<file path="src/design/sts_pkg.sv">
// Purpose: Constants and types for the serial link test supervisor
// Assumes: One 250 MHz reference clock, synchronous active-high reset
// Notes: Register map reached over a plain strobe port
// Functional notes
// Sync flag follows detect machine sync state
// Multi-bit error flag on corrupted received bits
// Training pattern timeout raises configuration mismatch
// Peer reset during operation sets peer flag
// Peer reset flag meaningful only as master
// Loopback 000 normal, 001 PCS, 010 PMA
// Design reset separate from transceiver reset
// Channel ready only after channel initialisation
// Lane ready after lane initialisation
// Traffic start drives fixed transaction patterns
// Separate full and lite checker error flags
// All clocks derived from one reference
// One 8b/10b lane at matching rate
// Report clock generator locked indication
// Hard error held until core reset; the code clears it on design reset or on a write of one to the status register
// Traffic waits for sync, stops on loss
// Error flags sticky until design reset; the code also clears them on a write of one to the status register
package sts_pkg;
  // Register offsets
  localparam logic [7:0] STS_CTRL_ADDR = 8'h00;
  localparam logic [7:0] STS_STAT_ADDR = 8'h04;
  localparam logic [7:0] STS_IRQ_ADDR = 8'h08;
  localparam logic [7:0] STS_MASK_ADDR = 8'h0C;
  localparam logic [7:0] STS_PAT_ADDR = 8'h10;
  // Control field positions
  localparam int STS_C_DRST = 0;
  localparam int STS_C_XRST = 1;
  localparam int STS_C_START = 2;
  localparam int STS_C_MASTER = 3;
  localparam int STS_C_LB_LO = 4;
  // Event bit positions in status and mask
  localparam int STS_E_MBIT = 0;
  localparam int STS_E_CFG = 1;
  localparam int STS_E_PEER = 2;
  localparam int STS_E_FULL = 3;
  localparam int STS_E_LITE = 4;
  localparam int STS_E_HARD = 5;
  localparam int STS_E_SOFT = 6;
  localparam int STS_NEV = 7;
  // Loopback codes
  localparam logic [2:0] STS_LB_NORMAL = 3'h0;
  localparam logic [2:0] STS_LB_PCS = 3'h1;
  localparam logic [2:0] STS_LB_PMA = 3'h2;
  // Reset values
  localparam logic [7:0] STS_CTRL_RST = 8'h08;
  localparam logic [31:0] STS_PAT_SEED = 32'hFFFFFFFF;
  localparam logic [31:0] STS_PAT_STEP = 32'h00000001;
  // Training timeout, in microseconds, and its cycle count
  localparam int STS_CLK_MHZ = 250;
  localparam int STS_TRAIN_US = 100;
  localparam int STS_TRAIN_CYC = STS_TRAIN_US * STS_CLK_MHZ;
  // Link detect states
  typedef enum logic [1:0] {
    STS_ST_IDLE = 2'b00,
    STS_ST_TRAIN = 2'b01,
    STS_ST_SYNC = 2'b10,
    STS_ST_FAIL = 2'b11
  } sts_state_type;
  // Core status inputs gathered together
  typedef struct packed {
    logic lane_up;
    logic channel_up;
    logic pattern_seen;
    logic multibit;
    logic peer_in_reset;
    logic hard_err;
    logic soft_err;
    logic clk_locked;
  } sts_core_type;
  // Traffic checker results
  typedef struct packed {
    logic full_mismatch;
    logic lite_mismatch;
  } sts_chk_type;
endpackage

</file>
<file path="src/design/sts_supervisor.sv">
// Purpose: Link test and status supervisor for a one-lane serial bridge
// Assumes: Core status inputs synchronous to ref_clk
// Notes: Other clocks are made outside from the same reference
//
// The register offsets and the strobed register port were left to the implementer.
`timescale 1ns/1ns
module sts_supervisor
  import sts_pkg::*;
#(
  parameter int TRAIN_CYC = STS_TRAIN_CYC // Training timeout in cycles
) (
  input wire logic ref_clk, // Reference clock
  input wire logic reset, // Synchronous reset
  input wire logic [7:0] addr, // Register byte address
  input wire logic [31:0] wdata, // Write data
  input wire logic wr_en, // Write strobe
  input wire logic rd_en, // Read strobe
  output logic [31:0] rdata, // Read data, next cycle
  input wire sts_core_type core, // Core status
  input wire sts_chk_type chk, // Checker results
  output logic design_reset, // Bridge logic reset
  output logic xcvr_reset, // Transceiver reset
  output logic [2:0] loopback, // Lane loopback select
  output logic bridge_sync_indication, // Link synchronised
  output logic bridge_multibit_fault, // Multi-bit error
  output logic cfg_mismatch, // Training timeout
  output logic peer_reset_flag, // Peer reset seen
  output logic peer_flag_valid, // Peer flag meaningful
  output logic lane_ready, // Lane initialised
  output logic channel_ready, // Channel initialised
  output logic clk_locked, // Clock generator locked
  output logic traffic_valid, // Pattern word valid
  output logic [31:0] traffic_data, // Pattern word
  output logic irq // Interrupt level
);
  logic [7:0] ctrl_reg; // Control register
  logic [STS_NEV-1:0] irq_reg; // Sticky event status
  logic [STS_NEV-1:0] mask_reg; // Event mask
  logic [31:0] pat_reg; // Pattern generator state
  logic [31:0] cnt_reg; // Training timer
  logic [31:0] rdata_reg; // Read data
  logic [STS_NEV-1:0] ev; // Event pulses this cycle
  logic [STS_NEV-1:0] irq_next;
  logic [31:0] rd_next;
  logic drst; // Combined design reset
  logic is_master;
  logic peer_reg; // Delayed peer reset for edge
  sts_state_type state_reg, state_next;

  assign drst = reset | ctrl_reg[STS_C_DRST];
  assign is_master = ctrl_reg[STS_C_MASTER];

  // Control register, writable; design reset bit does not touch xcvr
  always_ff @(posedge ref_clk) begin
    if (reset) begin
      ctrl_reg <= STS_CTRL_RST;
    end else if (wr_en && addr == STS_CTRL_ADDR) begin
      ctrl_reg <= wdata[7:0];
    end
  end

  // Separate resets, one per target
  assign design_reset = drst;
  assign xcvr_reset = ctrl_reg[STS_C_XRST];

  // Loopback code passed straight, illegal codes fall back to normal
  always_comb begin
    unique case (ctrl_reg[STS_C_LB_LO +: 3])
      STS_LB_PCS: loopback = STS_LB_PCS;
      STS_LB_PMA: loopback = STS_LB_PMA;
      default: loopback = STS_LB_NORMAL;
    endcase
  end

  // Link detect state machine; reset of either end drops to idle
  // Slave end has no timeout; it waits on the master's pattern
  always_comb begin
    state_next = state_reg;
    unique case (state_reg)
      STS_ST_IDLE: begin
        if (core.lane_up) begin
          state_next = STS_ST_TRAIN;
        end
      end
      STS_ST_TRAIN: begin
        if (!core.lane_up) begin
          state_next = STS_ST_IDLE;
        end else if (core.pattern_seen) begin
          state_next = STS_ST_SYNC;
        end else if (is_master && cnt_reg >= TRAIN_CYC - 1) begin
          state_next = STS_ST_FAIL;
        end
      end
      STS_ST_SYNC: begin
        if (!core.lane_up || !core.channel_up) begin
          state_next = STS_ST_IDLE;
        end
      end
      STS_ST_FAIL: begin
        state_next = STS_ST_FAIL; // Held until design reset or peer reset
      end
    endcase
    if (core.peer_in_reset) begin
      state_next = STS_ST_IDLE;
    end
  end

  // State register
  always_ff @(posedge ref_clk) begin
    if (drst) begin
      state_reg <= STS_ST_IDLE;
    end else begin
      state_reg <= state_next;
    end
  end

  // Training timer counts only while training
  // Wide counter, so a long timeout cannot wrap before it fires
  always_ff @(posedge ref_clk) begin
    if (drst || state_reg != STS_ST_TRAIN) begin
      cnt_reg <= 32'h00000000;
    end else begin
      cnt_reg <= cnt_reg + 32'h00000001;
    end
  end

  // Peer reset edge detect
  // Only the rising edge counts, a held reset is one event
  always_ff @(posedge ref_clk) begin
    if (drst) begin
      peer_reg <= 1'b0;
    end else begin
      peer_reg <= core.peer_in_reset;
    end
  end

  // Event pulses; peer event only while synced
  always_comb begin
    ev = '0;
    ev[STS_E_MBIT] = core.multibit;
    ev[STS_E_CFG] = is_master && state_reg == STS_ST_TRAIN &&
      state_next == STS_ST_FAIL;
    ev[STS_E_PEER] = core.peer_in_reset && !peer_reg &&
      state_reg == STS_ST_SYNC;
    ev[STS_E_FULL] = chk.full_mismatch && traffic_valid;
    ev[STS_E_LITE] = chk.lite_mismatch && traffic_valid;
    ev[STS_E_HARD] = core.hard_err;
    ev[STS_E_SOFT] = core.soft_err;
  end

  // Sticky status: set wins over write-one-to-clear
  // A clear racing an event loses, so no event goes unseen
  always_comb begin
    irq_next = irq_reg;
    if (wr_en && addr == STS_IRQ_ADDR) begin
      irq_next = irq_reg & ~wdata[STS_NEV-1:0];
    end
    irq_next = irq_next | ev;
  end

  // Status register, cleared by design reset
  always_ff @(posedge ref_clk) begin
    if (drst) begin
      irq_reg <= '0;
    end else begin
      irq_reg <= irq_next;
    end
  end

  // Mask register
  always_ff @(posedge ref_clk) begin
    if (reset) begin
      mask_reg <= '0;
    end else if (wr_en && addr == STS_MASK_ADDR) begin
      mask_reg <= wdata[STS_NEV-1:0];
    end
  end

  assign irq = |(irq_reg & mask_reg);

  // Flag outputs
  assign bridge_sync_indication = state_reg == STS_ST_SYNC;
  assign bridge_multibit_fault = irq_reg[STS_E_MBIT];
  assign cfg_mismatch = irq_reg[STS_E_CFG];
  assign peer_flag_valid = is_master;
  assign peer_reset_flag = irq_reg[STS_E_PEER] & is_master;
  assign lane_ready = core.lane_up;
  assign channel_ready = core.channel_up && core.lane_up;
  assign clk_locked = core.clk_locked;

  // Traffic generator: fixed decrementing pattern, gated by sync
  // Restarts from the seed after any loss, so runs repeat exactly
  always_ff @(posedge ref_clk) begin
    if (drst || !bridge_sync_indication || !ctrl_reg[STS_C_START]) begin
      pat_reg <= STS_PAT_SEED;
      traffic_valid <= 1'b0;
    end else begin
      traffic_valid <= 1'b1;
      pat_reg <= pat_reg - STS_PAT_STEP;
    end
  end

  assign traffic_data = pat_reg;

  // Read mux
  always_comb begin
    rd_next = 32'h00000000;
    unique case (addr)
      STS_CTRL_ADDR: rd_next[7:0] = ctrl_reg;
      STS_STAT_ADDR: rd_next[7:0] = {core.clk_locked, 2'b00,
        state_reg, core.channel_up, core.lane_up, is_master};
      STS_IRQ_ADDR: rd_next[STS_NEV-1:0] = irq_reg;
      STS_MASK_ADDR: rd_next[STS_NEV-1:0] = mask_reg;
      STS_PAT_ADDR: rd_next = pat_reg;
      default: rd_next = 32'h00000000; // Unmapped reads zero
    endcase
  end

  // Read data registered one cycle after strobe
  // Zero outside the answer cycle keeps stale data off the bus
  always_ff @(posedge ref_clk) begin
    if (reset || !rd_en) begin
      rdata_reg <= 32'h00000000;
    end else begin
      rdata_reg <= rd_next;
    end
  end

  assign rdata = rdata_reg;

  // Assertions
  property p_sync;
    @(posedge ref_clk) disable iff (reset)
      core.peer_in_reset |=> !bridge_sync_indication;
  endproperty
  a_sync: assert property (p_sync) else $error("sync held in reset");

  property p_mbit;
    @(posedge ref_clk) disable iff (drst)
      core.multibit |=> bridge_multibit_fault;
  endproperty
  a_mbit: assert property (p_mbit) else $error("multibit lost");

  property p_cfg;
    @(posedge ref_clk) disable iff (drst)
      ev[STS_E_CFG] |=> cfg_mismatch && state_reg == STS_ST_FAIL;
  endproperty
  a_cfg: assert property (p_cfg) else $error("cfg not flagged");

  property p_peer;
    @(posedge ref_clk) disable iff (drst)
      ev[STS_E_PEER] && is_master |=> peer_reset_flag;
  endproperty
  a_peer: assert property (p_peer) else $error("peer not flagged");

  property p_valid;
    @(posedge ref_clk) disable iff (reset)
      !is_master |-> !peer_reset_flag;
  endproperty
  a_valid: assert property (p_valid) else $error("peer flag slave");

  property p_chan;
    @(posedge ref_clk) disable iff (reset)
      channel_ready |-> core.lane_up;
  endproperty
  a_chan: assert property (p_chan) else $error("channel early");

  property p_traf;
    @(posedge ref_clk) disable iff (drst)
      traffic_valid ##1 traffic_valid |-> traffic_data ==
        $past(traffic_data) - STS_PAT_STEP;
  endproperty
  a_traf: assert property (p_traf) else $error("bad pattern");

  property p_stop;
    @(posedge ref_clk) disable iff (reset)
      !bridge_sync_indication |=> !traffic_valid;
  endproperty
  a_stop: assert property (p_stop) else $error("traffic unsynced");

  property p_sticky;
    @(posedge ref_clk) disable iff (drst)
      irq_reg[STS_E_HARD] && !(wr_en && addr == STS_IRQ_ADDR)
        |=> irq_reg[STS_E_HARD];
  endproperty
  a_sticky: assert property (p_sticky) else $error("flag dropped");

  // Further checks on flags, resets and the read port
  property p_idle;
    @(posedge ref_clk) disable iff (reset)
      drst |=> !bridge_sync_indication;
  endproperty
  a_idle: assert property (p_idle) else $error("sync in reset");

  property p_drop;
    @(posedge ref_clk) disable iff (drst)
      bridge_sync_indication && !core.lane_up |=> !bridge_sync_indication;
  endproperty
  a_drop: assert property (p_drop) else $error("sync kept");

  property p_slave;
    @(posedge ref_clk) disable iff (drst)
      !is_master && state_reg == STS_ST_TRAIN |=> state_reg != STS_ST_FAIL;
  endproperty
  a_slave: assert property (p_slave) else $error("slave timeout");

  property p_lbk;
    @(posedge ref_clk) disable iff (reset)
      ctrl_reg[STS_C_LB_LO +: 3] == STS_LB_PMA |-> loopback == STS_LB_PMA;
  endproperty
  a_lbk: assert property (p_lbk) else $error("bad loopback");

  property p_xrst;
    @(posedge ref_clk) disable iff (reset)
      design_reset |-> xcvr_reset == ctrl_reg[STS_C_XRST];
  endproperty
  a_xrst: assert property (p_xrst) else $error("xcvr reset moved");

  property p_full;
    @(posedge ref_clk) disable iff (drst)
      chk.full_mismatch && traffic_valid |=> irq_reg[STS_E_FULL];
  endproperty
  a_full: assert property (p_full) else $error("full error lost");

  property p_lite;
    @(posedge ref_clk) disable iff (drst)
      chk.lite_mismatch && traffic_valid |=> irq_reg[STS_E_LITE];
  endproperty
  a_lite: assert property (p_lite) else $error("lite error lost");

  property p_hard;
    @(posedge ref_clk) disable iff (drst)
      core.hard_err |=> irq_reg[STS_E_HARD];
  endproperty
  a_hard: assert property (p_hard) else $error("hard error lost");

  property p_soft;
    @(posedge ref_clk) disable iff (drst)
      core.soft_err |=> irq_reg[STS_E_SOFT];
  endproperty
  a_soft: assert property (p_soft) else $error("soft error lost");

  property p_gate;
    @(posedge ref_clk) disable iff (drst)
      traffic_valid |-> $past(bridge_sync_indication);
  endproperty
  a_gate: assert property (p_gate) else $error("traffic early");

  property p_rdz;
    @(posedge ref_clk) disable iff (reset)
      !rd_en |=> rdata == 32'h00000000;
  endproperty
  a_rdz: assert property (p_rdz) else $error("stale read data");
endmodule

</file>
<file path="config.mk">
export PLATFORM = sky130hd
export DESIGN_NAME = sts_supervisor
export DESIGN_NICKNAME = d
export VERILOG_FILES = /design/src/design/sts_pkg.sv /design/src/design/sts_supervisor.sv
export SDC_FILE = /design/constraint.sdc
export NUM_CORES = 1
export LEC_CHECK = 0
export ABC_AREA = 1
export ABC_CLOCK_PERIOD_IN_PS = 5050
export BUFFER_PORTS_ARGS = -buffer_cell sky130_fd_sc_hd__buf_2
export CORE_MARGIN = 2
export CORE_UTILIZATION = 55
export CTS_CLUSTER_SIZE = 40
export DETAILED_ROUTE_END_ITERATION = 8
export GPL_TIMING_DRIVEN = 0
export PLACE_DENSITY = 0.81
export SYNTH_ARGS = -nofsm -noshare
export SYNTH_HDL_FRONTEND = slang
export SYNTH_SLANG_ARGS = --single-unit
</file>
<file path="constraint.sdc">
create_clock -name ref_clk -period 5.05 [get_ports ref_clk]
set_clock_uncertainty 0.2 [all_clocks]
set_input_delay 0.2525 -clock ref_clk [delete_from_list [all_inputs] [get_ports ref_clk]]
set_output_delay 0.2525 -clock ref_clk [all_outputs]
set_load 0.01 [all_outputs]
</file>
==> out/qor.yml <==
routing:
  post-route-drc-count: 0
  routed_wl_mm: 15.6
  drt_iter0_drc: 374
  firstDrtPassIters: 5
  viasPerCell: 5.31
  wire_per_inst_um: 14.2
  ant_nets: 0
  num_vias: 5839
floorplanning:
  fp.dieW_um: 106
  die_height_um: 106
  core_area_sq_mm: 0.0102
  pin_count: 133
  row_count: 37
  die_area_sq_mm: 0.0112
  start_util: 0.559
synthesis:
  synth_cell_types: 45
  synth_area_sq_mm: 0.00569
  synth_enable_flop_cells: 0
  synth.area.top_cells: "dfxtp_1, nand2_1, nor2_1"
  ys_top_cells_by_count: "nand2_1, dfxtp_1, nor2_1, inv_1, a21oi_1"
  yosysTopAreaCell: "dfxtp_1"
  synth_seq_cells: 122
  syn_nets: 847
  yosysWarningCount: 0
  postSynthAreaPerCell_sq_um: 7.19
  synth_async_sr_flop_share: 0
  ys_seq_area_frac: 0.429
  ys.flop_type: "dfxtp_1"
  synth_cells: 791
  yosysTopAreaCellShare: 0.429
  yosysMostFrequentCell: "nand2_1"
final_layout:
  area_delta_synth_final_pct: 29.7
  post-route-util: 0.725
  nFillCells: 785
  multi_input_area_sq_mm: 0.00269
  n_antenna_cell: 0
  fin_area_sq_mm: 0.00738
  seq_area_sq_mm: 0.00244
  nets: 1006
  drive_gt1_frac: 0.218
place:
  gp_congestion: 0.935
  hpwlAfterDp_mm: 10.8
  placed_area_sq_mm: 0.00640
  numPortBuffers: 107
critical_path:
  worstSetupStartpointType: "input pin"
  cp_max_fo: 7
  critical_path_arrival_ns: 2.62
  required_ns: 5.27
  cp-end-kind: "flop"
  worstSetupPathType: "in -> reg"
timing:
  post-route-min-period_ns: 2.40
  fin_tns_setup_ns: 0
  maxSlewHeadroom: 0.626
  setup_violations: 0
  rsz0062_at_grt: "false"
  slew_viol_final: 0
  worst_pin_slew_ns: 0.561
  finalHoldViolCount: 0
  fin_crit_sh: 0.476
  max_freq_mhz: 416
cts:
  ctsResizeCount: 0
  cts.sinks: 122
  cts-buffers-inserted: 17
  cts.clk_slew.worst_paths_ns: 0.06
  cts_tree: "built"
  ctsLongestPathBuffers: 2
  cts_setup_buffers: 0
  cts_root_buf: "clkbuf_8"
  hold_buffers: 33
  clk_latency_ns: 0.53
  htreeDepth: 4
flow_run:
  max-cap-violations: 0
global_route:
  antenna_found_initial: 0
  grt_max_degree: 17
  grt_usage: 0.283
  grt_overflow: 0
  grt_pass1_vias: 5432
  grt_first_pass_wirelength_mm: 25.2
pwr:
  p_sw_uw: 501
  switching_share: 0.210
  intPower_mw: 1.88
  leakage_nw: 3.23
  p_per_area_mw_per_mm2: 323
  clock_power_share: 0.562
  seqPwrFrac: 0.406
  combPwrFrac: 0.032
  ir_drop_uv: 233
status:
  outcome: "completed"
hold_path:
  hold_path_class: "in -> reg"
-- layout by cell type (no fill, tap or decap), types with 10 or more instances in the layout --
cell type | Yosys | final
nor2_1 | 122 | 122
o21ai_0 | 40 | 40
nand2_1 | 134 | 134
nand3_1 | 47 | 47
buf_2 | 5 | 112
o21ai_1 | 11 | 11
inv_1 | 115 | 115
dfxtp_1 | 122 | 122
nor2_2 | 11 | 11
a21oi_1 | 50 | 50
dlygate4sd3_1 | 0 | 33
nand4_1 | 20 | 20
nor3_1 | 20 | 20
o22ai_1 | 10 | 10
clkbuf_16 | 0 | 16
-- cell type report --
| class | instances | area share |
|---|---|---|
| sequential | 122 | 0.331 |
| clock buffer | 19 | 0.0598 |
| buffer | 13 | 0.0132 |
| multi-input combinational | 534 | 0.364 |
| timing repair buffer | 140 | 0.117 |
| inverter | 122 | 0.0627 |
| tap | 136 | 0.0231 |
| clock inverter | 13 | 0.0290 |
-- layer usage --
metal	routed length (um)	vias to the layer above	track usage
li1	-	2883	-
met1	6380	2659	0.329
met2	7690	248	0.495
met3	1120	49	0.0761
met4	454	0	0.108
met5	0	-	0
-- kinds of logic (layout without fill, tap and decap cells) --
| logic type | count (synthesis) | count (layout) | synth area share |
|---|---|---|---|
| AO/OA/AOI/OAI | 127 | 127 | 0.122 |
| XOR/XNOR | 4 | 4 | 0.00616 |
| adder cells (fa/ha/maj) | 2 | 2 | 0.00440 |
| buffers and inverters | 135 | 307 | 0.0985 |
| flip-flops | 122 | 122 | 0.429 |
| other | 1 | 1 | 0.000659 |
| AND/OR/NAND/NOR | 400 | 400 | 0.339 |
-- final timing paths --
check | startpoint | end | slack, ns | cells past startpoint
setup / recovery | addr[4] | irq_reg[4]$_SDFF_PP0_ | 2.65 | 11
hold / removal | addr[1] | rdata[3]$_SDFF_PP0_ | 0.02 | 4
setup reg to reg | traffic_data[0]$_SDFF_PN1_ | traffic_data[28]$_SDFF_PN1_ | 2.87 | 11
hold reg to reg | traffic_data[0]$_SDFF_PN1_ | traffic_data[0]$_SDFF_PN1_ | 0.22 | 1
-- power by group through the flow --
stage / sequential (mW) / combinational (mW) / clock [mW]
3_5_place_dp: 0.989 / 0.0539 / 0
4_1_cts: 0.968 / 0.0719 / 1.35
3_3_place_gp: 0.989 / 0.0534 / 0
5_1_grt: 0.968 / 0.0808 / 1.39
2_1_floorplan: 0.989 / 0.0285 / 0
6_report: 0.968 / 0.0755 / 1.34
-- critical path, cell delays in order --
cell and delay, ns:
dlygate4sd3_1 0.55, buf_2 0.16, nor2_4 0.23, nand2_4 0.09
inv_6 0.10, nand3_4 0.11, nor2_4 0.18, inv_1 0.12
o21ai_0 0.18, a21oi_1 0.08, dlygate4sd3_1 0.57
-- metrics by stage --
step / instances / power (mW) / setup WS [ns] / hold WS [ns]
2_1_floorplan: 791 / 1.02 / 3.21 / 0.173
3_3_place_gp: 1034 / 1.04 / 2.99 / 0.197
3_5_place_dp: 1034 / 1.04 / 2.93 / 0.200
4_1_cts: 1099 / 2.39 / 2.69 / 0.00385
5_1_grt: 1099 / 2.44 / 2.58 / 0.0402
6_report: 1099 / 2.39 / 2.65 / 0.0237
Note: power is estimated with default switching activity, not from simulation.
